### config.mk
export PLATFORM = sky130hd
export DESIGN_NAME = ars_seq
export DESIGN_NICKNAME = d
export VERILOG_FILES = /design/src/inc/ars_pkg.sv /design/src/verilog/ars_timer.sv /design/src/verilog/ars_seq.sv
export SDC_FILE = /design/constraint.sdc
export NUM_CORES = 1
export LEC_CHECK = 0
export BUFFER_PORTS_ARGS = -buffer_cell sky130_fd_sc_hd__buf_4
export CAP_MARGIN = 5
export CORE_MARGIN = 8
export CORE_UTILIZATION = 30
export CTS_CLUSTER_SIZE = 28
export DETAILED_ROUTE_END_ITERATION = 8
export GPL_TIMING_DRIVEN = 0
export HOLD_SLACK_MARGIN = 0.15
export PLACE_DENSITY = 0.48
export SYNTH_ARGS = -nofsm -noshare
export SYNTH_HDL_FRONTEND = slang
export SYNTH_SLANG_ARGS = --single-unit
### constraint.sdc
create_clock -name i_ref_clk -period 3 [get_ports i_ref_clk]
set_input_delay 0.9 -clock i_ref_clk [delete_from_list [all_inputs] [get_ports i_ref_clk]]
set_output_delay 0.9 -clock i_ref_clk [all_outputs]
set_load 0.005 [all_outputs]
### src/inc/ars_pkg.sv
// constants, states and decode helpers of the auto reclose sequencer
package ars_pkg;

  // --------------------------------------------------------------
  // timing
  // --------------------------------------------------------------
  localparam int CLK_PERIOD_NS = 8;
  localparam int TICK_PERIOD_NS = 1000000;
  localparam int TICK_CYCLES = TICK_PERIOD_NS / CLK_PERIOD_NS;
  localparam int TIMER_W = 16;

  // --------------------------------------------------------------
  // shots and pole patterns
  // --------------------------------------------------------------
  localparam int MAX_SHOTS = 8;
  localparam int SHOT_W = 4;
  localparam logic [2:0] POLES_NONE = 3'h0;
  localparam logic [2:0] POLES_ALL = 3'h7;
  localparam logic [3:0] SHOT_RST = 4'h0;

  // --------------------------------------------------------------
  // sequencer states
  // --------------------------------------------------------------
  typedef enum logic [4:0] {
    ST_IDLE    = 5'h01,
    ST_TRIP    = 5'h02,
    ST_DEAD    = 5'h04,
    ST_RECLAIM = 5'h08,
    ST_BLOCKED = 5'h10
  } ars_state_type;

  // --------------------------------------------------------------
  // pole decode
  // --------------------------------------------------------------
  function automatic logic [1:0] ars_pole_count(input logic [2:0] p);
    ars_pole_count = 2'(p[0]) + 2'(p[1]) + 2'(p[2]);
  endfunction

  function automatic logic [2:0] ars_first_pole(input logic [2:0] p);
    ars_first_pole = p & (~p + 3'h1);
  endfunction

endpackage

### src/verilog/ars_timer.sv
// loadable millisecond down-counter with expiry pulse
`timescale 1ns/1ps
`default_nettype none
module ars_timer
  import ars_pkg::*;
#(
  parameter int W = TIMER_W
)
(
  input wire logic i_ref_clk,
  input wire logic i_rst,
  input wire logic i_tick,
  input wire logic i_load,
  input wire logic i_stop,
  input wire logic [W-1:0] i_value,
  output logic o_running,
  output logic o_expired
);

  logic [W-1:0] cnt_q;
  logic run_q;
  logic exp_q;
  wire at_zero = (cnt_q == '0);

  // --------------------------------------------------------------
  // count down on each tick, load wins over stop
  // --------------------------------------------------------------
  always_ff @(posedge i_ref_clk)
  begin
    if (i_rst)
    begin
      cnt_q <= '0;
      run_q <= 1'b0;
      exp_q <= 1'b0;
    end
    else if (i_load)
    begin
      cnt_q <= i_value;
      run_q <= 1'b1;
      exp_q <= 1'b0;
    end
    else
    begin
      exp_q <= run_q && at_zero && !i_stop;
      if (i_stop || (run_q && at_zero))
        run_q <= 1'b0;
      else if (run_q && i_tick)
        cnt_q <= cnt_q - W'(1);
    end
  end

  assign o_running = run_q;
  assign o_expired = exp_q;

endmodule
`default_nettype wire

### src/verilog/ars_seq.sv
// auto reclose sequencer: trip shaping, dead time, close, reclaim
`timescale 1ns/1ps
`default_nettype none
module ars_seq
  import ars_pkg::*;
#(
  parameter int TICK_DIV = TICK_CYCLES,
  parameter int SHOTS = MAX_SHOTS
)
(
  input wire logic i_ref_clk,
  input wire logic i_rst,
  input wire logic i_mode_combined,
  input wire logic i_two_phase_single_pole_select,
  input wire logic i_forced_3p_en,
  input wire logic i_allow_3p,
  input wire logic [SHOT_W-1:0] i_max_shots,
  input wire logic [TIMER_W-1:0] i_dead_1p_ms,
  input wire logic [TIMER_W-1:0] i_dead_3p_ms,
  input wire logic [TIMER_W-1:0] i_reclaim_ms,
  input wire logic i_prot_trip,
  input wire logic [2:0] i_fault_phases,
  input wire logic i_fault_earth,
  input wire logic i_phase_known,
  input wire logic [2:0] i_pole_open,
  input wire logic i_block,
  input wire logic i_dyn_block_clear,
  output logic [2:0] o_trip_pole,
  output logic o_close,
  output logic o_stage_ar_ready,
  output logic o_blocked,
  output logic o_dead_running,
  output logic o_reclaim_running,
  output logic [SHOT_W-1:0] o_shot_count
);

  localparam int DIV_W = $clog2(TICK_DIV + 1);

  // --------------------------------------------------------------
  // state
  // --------------------------------------------------------------
  ars_state_type st_q, st_d;
  logic [2:0] trip_q, trip_d;
  logic [2:0] sel_q, sel_d;
  logic is3p_q, is3p_d;
  logic force_q, force_d;
  logic close_q, close_d;
  logic stage_q, stage_d;
  logic [SHOT_W-1:0] shot_q, shot_d;
  logic [DIV_W-1:0] div_q;
  logic tick_q;

  logic dt_load, dt_stop, dt_run, dt_exp;
  logic [TIMER_W-1:0] dt_val;
  logic rc_load, rc_stop, rc_run, rc_exp;

  // --------------------------------------------------------------
  // millisecond tick
  // --------------------------------------------------------------
  always_ff @(posedge i_ref_clk)
  begin
    if (i_rst)
    begin
      div_q <= '0;
      tick_q <= 1'b0;
    end
    else
    begin
      tick_q <= (div_q == DIV_W'(TICK_DIV - 1));
      if (div_q == DIV_W'(TICK_DIV - 1))
        div_q <= '0;
      else
        div_q <= div_q + DIV_W'(1);
    end
  end

  // --------------------------------------------------------------
  // fault classification
  // --------------------------------------------------------------
  wire [1:0] fault_n = ars_pole_count(i_fault_phases);
  wire two_ph_sp = (fault_n == 2'h2) && !i_fault_earth &&
                   i_two_phase_single_pole_select;
  wire sp_fault = i_phase_known && ((fault_n == 2'h1) || two_ph_sp);
  wire ar_ready = (st_q == ST_IDLE) && !i_block;
  // single-only mode starts on single-pole faults, combined on any trip
  wire start_ok = ar_ready && (i_mode_combined || sp_fault);
  wire [2:0] trip_pat = (ar_ready && sp_fault) ?
                        ars_first_pole(i_fault_phases) : POLES_ALL;
  // compare against the poles tripped at start, kept after the trip drops
  wire further_open = !is3p_q && ((i_pole_open & ~sel_q) != POLES_NONE);
  wire tripped_open = ((i_pole_open & trip_q) == trip_q);
  wire [SHOT_W-1:0] max_eff =
    (i_max_shots == '0) ? SHOT_W'(1) :
    (i_max_shots > SHOT_W'(SHOTS)) ? SHOT_W'(SHOTS) : i_max_shots;
  wire shots_left = (shot_q < max_eff);
  wire [2:0] trip_hold = i_prot_trip ? trip_q : POLES_NONE;

  // --------------------------------------------------------------
  // sequencing
  // --------------------------------------------------------------
  always_comb
  begin
    st_d = st_q;
    trip_d = trip_hold;
    sel_d = sel_q;
    is3p_d = is3p_q;
    force_d = force_q;
    close_d = 1'b0;
    shot_d = shot_q;
    dt_load = 1'b0;
    dt_stop = 1'b0;
    dt_val = is3p_q ? i_dead_3p_ms : i_dead_1p_ms;
    rc_load = 1'b0;
    rc_stop = 1'b0;
    unique case (st_q)
      ST_IDLE:
      begin
        if (i_prot_trip && start_ok)
        begin
          trip_d = trip_pat;
          sel_d = trip_pat;
          is3p_d = (trip_pat == POLES_ALL);
          st_d = ST_TRIP;
        end
        else if (i_prot_trip)
        begin
          trip_d = POLES_ALL;
          st_d = ST_BLOCKED;
        end
      end
      ST_TRIP:
      begin
        if (!i_prot_trip || tripped_open)
        begin
          dt_load = 1'b1;
          st_d = ST_DEAD;
        end
      end
      ST_DEAD:
      begin
        if (i_block)
        begin
          dt_stop = 1'b1;
          st_d = ST_BLOCKED;
          if (!is3p_q && i_forced_3p_en)
          begin
            trip_d = POLES_ALL;
            force_d = 1'b1;
          end
        end
        else if (further_open && i_allow_3p)
        begin
          is3p_d = 1'b1;
          dt_load = 1'b1;
          dt_val = i_dead_3p_ms;
        end
        else if (further_open)
        begin
          dt_stop = 1'b1;
          trip_d = POLES_ALL;
          force_d = 1'b1;
          st_d = ST_BLOCKED;
        end
        else if (dt_exp)
        begin
          close_d = 1'b1;
          rc_load = 1'b1;
          shot_d = shot_q + SHOT_W'(1);
          st_d = ST_RECLAIM;
        end
      end
      ST_RECLAIM:
      begin
        if (i_prot_trip)
        begin
          rc_stop = 1'b1;
          trip_d = POLES_ALL;
          is3p_d = 1'b1;
          if (i_mode_combined && shots_left && !i_block)
            st_d = ST_TRIP;
          else
            st_d = ST_BLOCKED;
        end
        else if (rc_exp)
        begin
          st_d = ST_IDLE;
          shot_d = SHOT_RST;
          is3p_d = 1'b0;
          force_d = 1'b0;
        end
      end
      ST_BLOCKED:
      begin
        trip_d = (i_prot_trip || force_q) ? POLES_ALL : POLES_NONE;
        force_d = force_q && (i_pole_open != POLES_ALL);
        if (i_dyn_block_clear && !i_prot_trip)
        begin
          st_d = ST_IDLE;
          trip_d = POLES_NONE;
          shot_d = SHOT_RST;
          is3p_d = 1'b0;
          force_d = 1'b0;
        end
      end
    endcase
    // protection uses the AR stage only while the sequencer is ready
    stage_d = ar_ready && (i_mode_combined || sp_fault);
  end

  always_ff @(posedge i_ref_clk)
  begin
    if (i_rst)
    begin
      st_q <= ST_IDLE;
      trip_q <= POLES_NONE;
      sel_q <= POLES_NONE;
      is3p_q <= 1'b0;
      force_q <= 1'b0;
      close_q <= 1'b0;
      stage_q <= 1'b0;
      shot_q <= SHOT_RST;
    end
    else
    begin
      st_q <= st_d;
      trip_q <= trip_d;
      sel_q <= sel_d;
      is3p_q <= is3p_d;
      force_q <= force_d;
      close_q <= close_d;
      stage_q <= stage_d;
      shot_q <= shot_d;
    end
  end

  // --------------------------------------------------------------
  // dead-time and reclaim timers
  // --------------------------------------------------------------
  ars_timer #(.W(TIMER_W)) u_dead (
    .i_ref_clk(i_ref_clk),
    .i_rst(i_rst),
    .i_tick(tick_q),
    .i_load(dt_load),
    .i_stop(dt_stop),
    .i_value(dt_val),
    .o_running(dt_run),
    .o_expired(dt_exp)
  );

  ars_timer #(.W(TIMER_W)) u_reclaim (
    .i_ref_clk(i_ref_clk),
    .i_rst(i_rst),
    .i_tick(tick_q),
    .i_load(rc_load),
    .i_stop(rc_stop),
    .i_value(i_reclaim_ms),
    .o_running(rc_run),
    .o_expired(rc_exp)
  );

  assign o_trip_pole = trip_q;
  assign o_close = close_q;
  assign o_stage_ar_ready = stage_q;
  assign o_blocked = (st_q == ST_BLOCKED);
  assign o_dead_running = dt_run;
  assign o_reclaim_running = rc_run;
  assign o_shot_count = shot_q;
endmodule
`default_nettype wire

# Yosys cells after proc, flatten, opt, wreduce, memory -nomap -nowiden

Cells that the tools add are included.

Register bits after elaboration: 73
Input port bits: 69

Bitwise logic cells: 5
Add/subtract/negate cells: 7
Magnitude comparators: 2
Reduce and logical (&&, ||, !) cells: 52
Equality and inequality tests: 29
Mux-type cells: 76

Operators by type and width:

| cell                  | count |
|---|---|
| $mux 16               | 10 |
| $mux 5                | 11 |
| $mux 4                | 9 |
| $logic_not 16->1      | 2 |
| $sub 16x1->16 const B | 2 |
| $mux 1                | 30 |
| $mux 3                | 10 |
| $pmux 5 s5            | 1 |
| $logic_and 1x1->1     | 20 |
| $reduce_and 6->1      | 3 |
| $add 17x1->17 const B | 1 |
| $eq 17x17->1 const B  | 1 |
| $ne 2x2->1 const B    | 8 |
| $ne 3x3->1 const B    | 4 |
| $pmux 3 s4            | 1 |
| $pmux 4 s3            | 1 |
| $and 3x3->3           | 3 |
| $ne 2x1->1 const B    | 4 |
| $reduce_and 8->1      | 1 |
| $reduce_bool 2->1     | 4 |
| $logic_not 1->1       | 6 |
| $logic_or 1x1->1      | 6 |
| $ne 3x2->1 const B    | 2 |
| $not 3->3             | 2 |
| 24 further kinds      | 29 |

# Logic depth before layout (Yosys ltp)

Word-level depth: 12
Depth in mapped cells: 9
Gate-level depth less buffers: 8

# Cells and area by module

A second synthesis with hierarchy kept.

Cells, all modules: 532
Area total of the unflattened synthesis: 4484.3 sq um

Modules (own cells, without submodules):

| module    | sequential area each (sq um) | instances | cells each | area each (sq um) |
|---|---|---|---|---|
| ars_seq   | 740.7                        | 1         | 292        | 2417.3 |
| ars_timer | 360.3                        | 2         | 120        | 1033.5 |

# Worst setup path after synthesis

No wires, ideal clock.

Path type: input to register
Start: input i_fault_phases[0]
End: register is3p_q
Path buffers: 0
Arrival: 2550 ps
Slack: 321 ps
Library setup time: 129 ps
Stages on the path: 8
Path through: inv_1 -> fa_1 -> nor4bb_1 -> o21a_1 -> or2_2 -> a311oi_1 -> nor4_1 -> mux2i_1

Word-level cells in the longest chain between the ends: 12
Elaborated cells on any way between the ends: 21

Ends and longest elaborated chain:

| what                                                  | RTL line                       | RTL |
|---|---|---|
| start, declared                                       | ars_seq.sv:22                  | `input wire logic [2:0] i_fault_phases,` |
| $add 1x1->2                                           | ars_pkg.sv:36                  | `ars_pole_count = 2'(p[0]) + 2'(p[1]) + 2'(p[2]);` |
| $add 2x1->2                                           | ars_pkg.sv:36                  |  |
| $eq 2x2->1                                            | ars_seq.sv:81                  | `wire two_ph_sp = (fault_n == 2'h2) && !i_fault_earth &&` |
| $logic_and 1x1->1 (2 in a row)                        | ars_seq.sv:81                  |  |
| $logic_or 1x1->1                                      | ars_seq.sv:83                  | `wire sp_fault = i_phase_known && ((fault_n == 2'h1) \|\| two_ph_sp);` |
| $logic_and 1x1->1                                     | ars_seq.sv:83                  |  |
| $logic_and 1x1->1 or $logic_or 1x1->1 (tied branches) | ars_seq.sv:87, ars_seq.sv:86   |  |
| $mux 3 or $logic_and 1x1->1 (tied branches)           | ars_seq.sv:87, ars_seq.sv:86   |  |
| $eq 3x3->1 or $logic_and 1x1->1 (tied branches)       | ars_seq.sv:122, ars_seq.sv:118 |  |
| $mux 1 or $ne 2x1->1 (tied branches)                  | --                             |  |
| $pmux 1 s4 or $reduce_and 6->1 (tied branches)        | --                             |  |
| end signal, assigned                                  | ars_seq.sv:228                 | `is3p_q <= is3p_d;` |
| end, declared                                         | ars_seq.sv:45                  | `logic is3p_q, is3p_d;` |

Several ways; a longest one is shown, not always the timed one. The select of a mux whose other input is x is not followed.
A chain may end at the register's enable or synchronous reset.

# Worst setup path after layout

Same ends and word-level chain as after synthesis.

==> metrics <==
crit path cell chain=buf_4, inv_1, fa_1, nor4bb_1, o21a_1, or2_2, a311oi_1, nor4_1, mux2i_1; Setup WS pre-CTS=-0.167 ns; WHS Path Cells=1; HPWL after detailed placement=10.4 mm; critical path data required time=3.27 ns; Area Growth Syn to Fin=25.6%; post-route cell area=0.00545 mm²; Die X=136 µm; # DRC=0; drt first pass iters=4; clock buffer depth=2; Synth Register Bits=73; antenna violations before repair=0; Rows=44; Lkg Pwr=2.12 nW; Clk Latency, worst-skew pair=0.34 ns; ys flop type=dfxtp_1; Clk Tree Root Cell=clkbuf_16; Util after Layout=38.1%; mapped cell area=0.00434 mm²; total core area=0.0143 mm²; Post-Route Skew=0.00651 ns; clk slew on worst S/H paths=0.06 ns; Starting Density=30.3%; proportion of layout cells with a drive suffix above 1=20.4%; status=finished, final reports clean; most common cell in the synthesized netlist=dfxtp_1; Sink Count=73; Final WS setup=0.258 ns; smallest hold slack=0.439 ns; fmax=365 MHz; register area share after synthesis=33.7%; Final period util=91.4%; asr flop ratio synth=0%; vias post-DR=4,247; Worst Hold Class=register to register; routability cong.=0.864; cell taking the most area after synthesis=dfxtp_1; io pins=81; Die Ht=136 µm; vias per cell=5.29; Worst Tran Pin Value=0.968 ns; slowest stage cell, crit path=fa_1; post-layout min period=2.74 ns; top cells by count, synth=dfxtp_1, a21oi_1, nand2_1, nor2_1, o21ai_0; Max FO, Critical Path=5; area share of the largest cell type after synthesis=33.7%; Yosys warnings=0; WL/cell=16.8 µm; # Post-CTS Setup Buffers=0; TritonCTS Buffers=9; Max transition margin=34.8%; Crit path buffers/inverters=2; PostCTS Resize Cnt=0; antenna diode instance count=0; FF-to-FF path depth=8; VDD IR max=0.198 mV; vias in the first global route=4,300; CTS H-tree lvls=3; GRT overflow=0; Cell variety after synth=76; Pwr per Cell Area=470 mW/mm²; Post-synth EDFFs=0; 1st-iter DRT viols=209; Final ANT Viol Nets=0; Sum Neg Setup Slack=0 ns; critical path type=primary input to register; final-report hold violation count=0; Post-Syn Area per Cell=8.23 µm²; IO Port Bufs=78; Slew Limit Fails=0; # hold bufs at CTS=0; NumNets Final=693; Post-Route WL=13.5 mm; post-synthesis net count=604; crit path DAT=3.01 ns; Worst setup EP type=register; Post-DP Area=0.00515 mm²; Post-Synthesis Cells=527; critical path depth=9; GRT Resource Usage Total=14.6%; max-cap viol count=0; unrepaired setup endpoints after global routing=false; Setup violations, final=0; critical path's top delay family=simple AND/OR/NAND/NOR gates; pin count of the biggest net entering global routing=12; Setup crit start kind=primary input; die area=0.0186 mm²; ranking of synthesized cells by area=dfxtp_1, a21oi_1, xor2_1; Crit path largest cell delay=0.57 ns; first-pass GRT wire length=21.8 mm; CTS tree=done
where the power goes:
part	internal (W)	total (W)	switching, W
registers	0.00100	0.00103	0.0000318
clock network	0.000656	0.00106	0.000402
logic	0.000216	0.000469	0.000253
total	0.00187	0.00256	0.000687
per-stage QoR:
| step | cells | power (W) |
|---|---|---|
| floorplan | 527 | 0.00134 |
| global placement | 789 | 0.00152 |
| detailed placement | 789 | 0.00152 |
| CTS | 803 | 0.00259 |
| global route | 803 | 0.00269 |
| finish | 803 | 0.00256 |
state kept, by name, summed over array words and instances, names as in the netlist, 3 cells and up:
| signal | count |
|---|---|
| o_trip_pole | 3 |
| u_reclaim.cnt_q | 16 |
| u_dead.cnt_q | 16 |
| sel_q | 3 |
| o_shot_count | 4 |
| st_q | 5 |
| div_q | 17 |
worst paths after layout:
check	from	endpoint	slack, ns
max	i_fault_phases[0]	is3p_q	0.26
min	div_q[0]	div_q[0]	0.44
max reg2reg	st_q[3]	u_reclaim.cnt_q[15]	0.51
min reg2reg	div_q[0]	div_q[0]	0.44
metal layers:
metal,routed length [µm],global-route usage (%),part of all wire (%),vias up
li1,-,-,-,2142
met1,6150,18.2,45,2011
met2,6460,24.4,48,86
met3,778,3.29,5.8,8
met4,121,5.19,0.90,0
met5,0,0,0,-
placed cells by master (no fill, tap or decap), types with 4 or more instances in the layout:
master	synthesis	layout
xor2_1	22	22
ha_1	7	7
and3_1	9	9
o211ai_1	4	4
xnor2_1	15	15
or3_1	7	7
a31oi_1	4	4
o31ai_1	5	5
nand3_1	27	27
nor2b_1	13	13
a21o_1	4	4
o221ai_1	6	6
o311ai_0	5	5
nand2b_1	5	5
inv_1	19	19
o21ai_0	31	31
nor4_1	10	10
nand2_1	38	38
nor2_1	38	38
clkbuf_1	14	15
nand3b_1	4	4
buf_2	7	7
o211a_1	4	4
a21oi_1	46	46
clkbuf_16	0	9
nand4_1	6	6
mux2i_1	4	4
and2_1	4	4
buf_4	1	79
dfxtp_1	73	73
o22ai_1	6	6
nor3_1	20	20
a2bb2oi_1	5	5
cell type report:
cell class                 count  area, µm²
fill                        1522       8870
clock buffer                  11        243
inverter                      19       71.3
multi-input combinational    410       2700
buffer                        25        114
tap                          184        230
sequential                    73       1460
timing repair buffer          78        586
clock inverter                 3       42.5
worst register-to-register path, stage by stage (launching register included):
cell and delay (ns):
dfxtp_1 0.30, buf_2 0.16, nor3b_2 0.32, nand2_1 0.28, or4b_1 0.55, buf_2 0.21, clkbuf_1 0.25, o21ai_0 0.22
a21oi_1 0.06
logic make-up (layout without fill, tap and decap cells):
family                   Yosys count  count (layout)  synth area share, %
buffers and inverters             44             136                 4.27
adder cells (fa/ha/maj)            8               8                 2.48
XOR/XNOR                          37              37                 7.47
AND/OR/NAND/NOR                  207             207                 26.4
multiplexers                       4               4                0.923
flip-flops                        73              73                 33.7
AO/OA/AOI/OAI                    154             154                 24.8
Note: power is estimated with default switching activity, not from simulation.
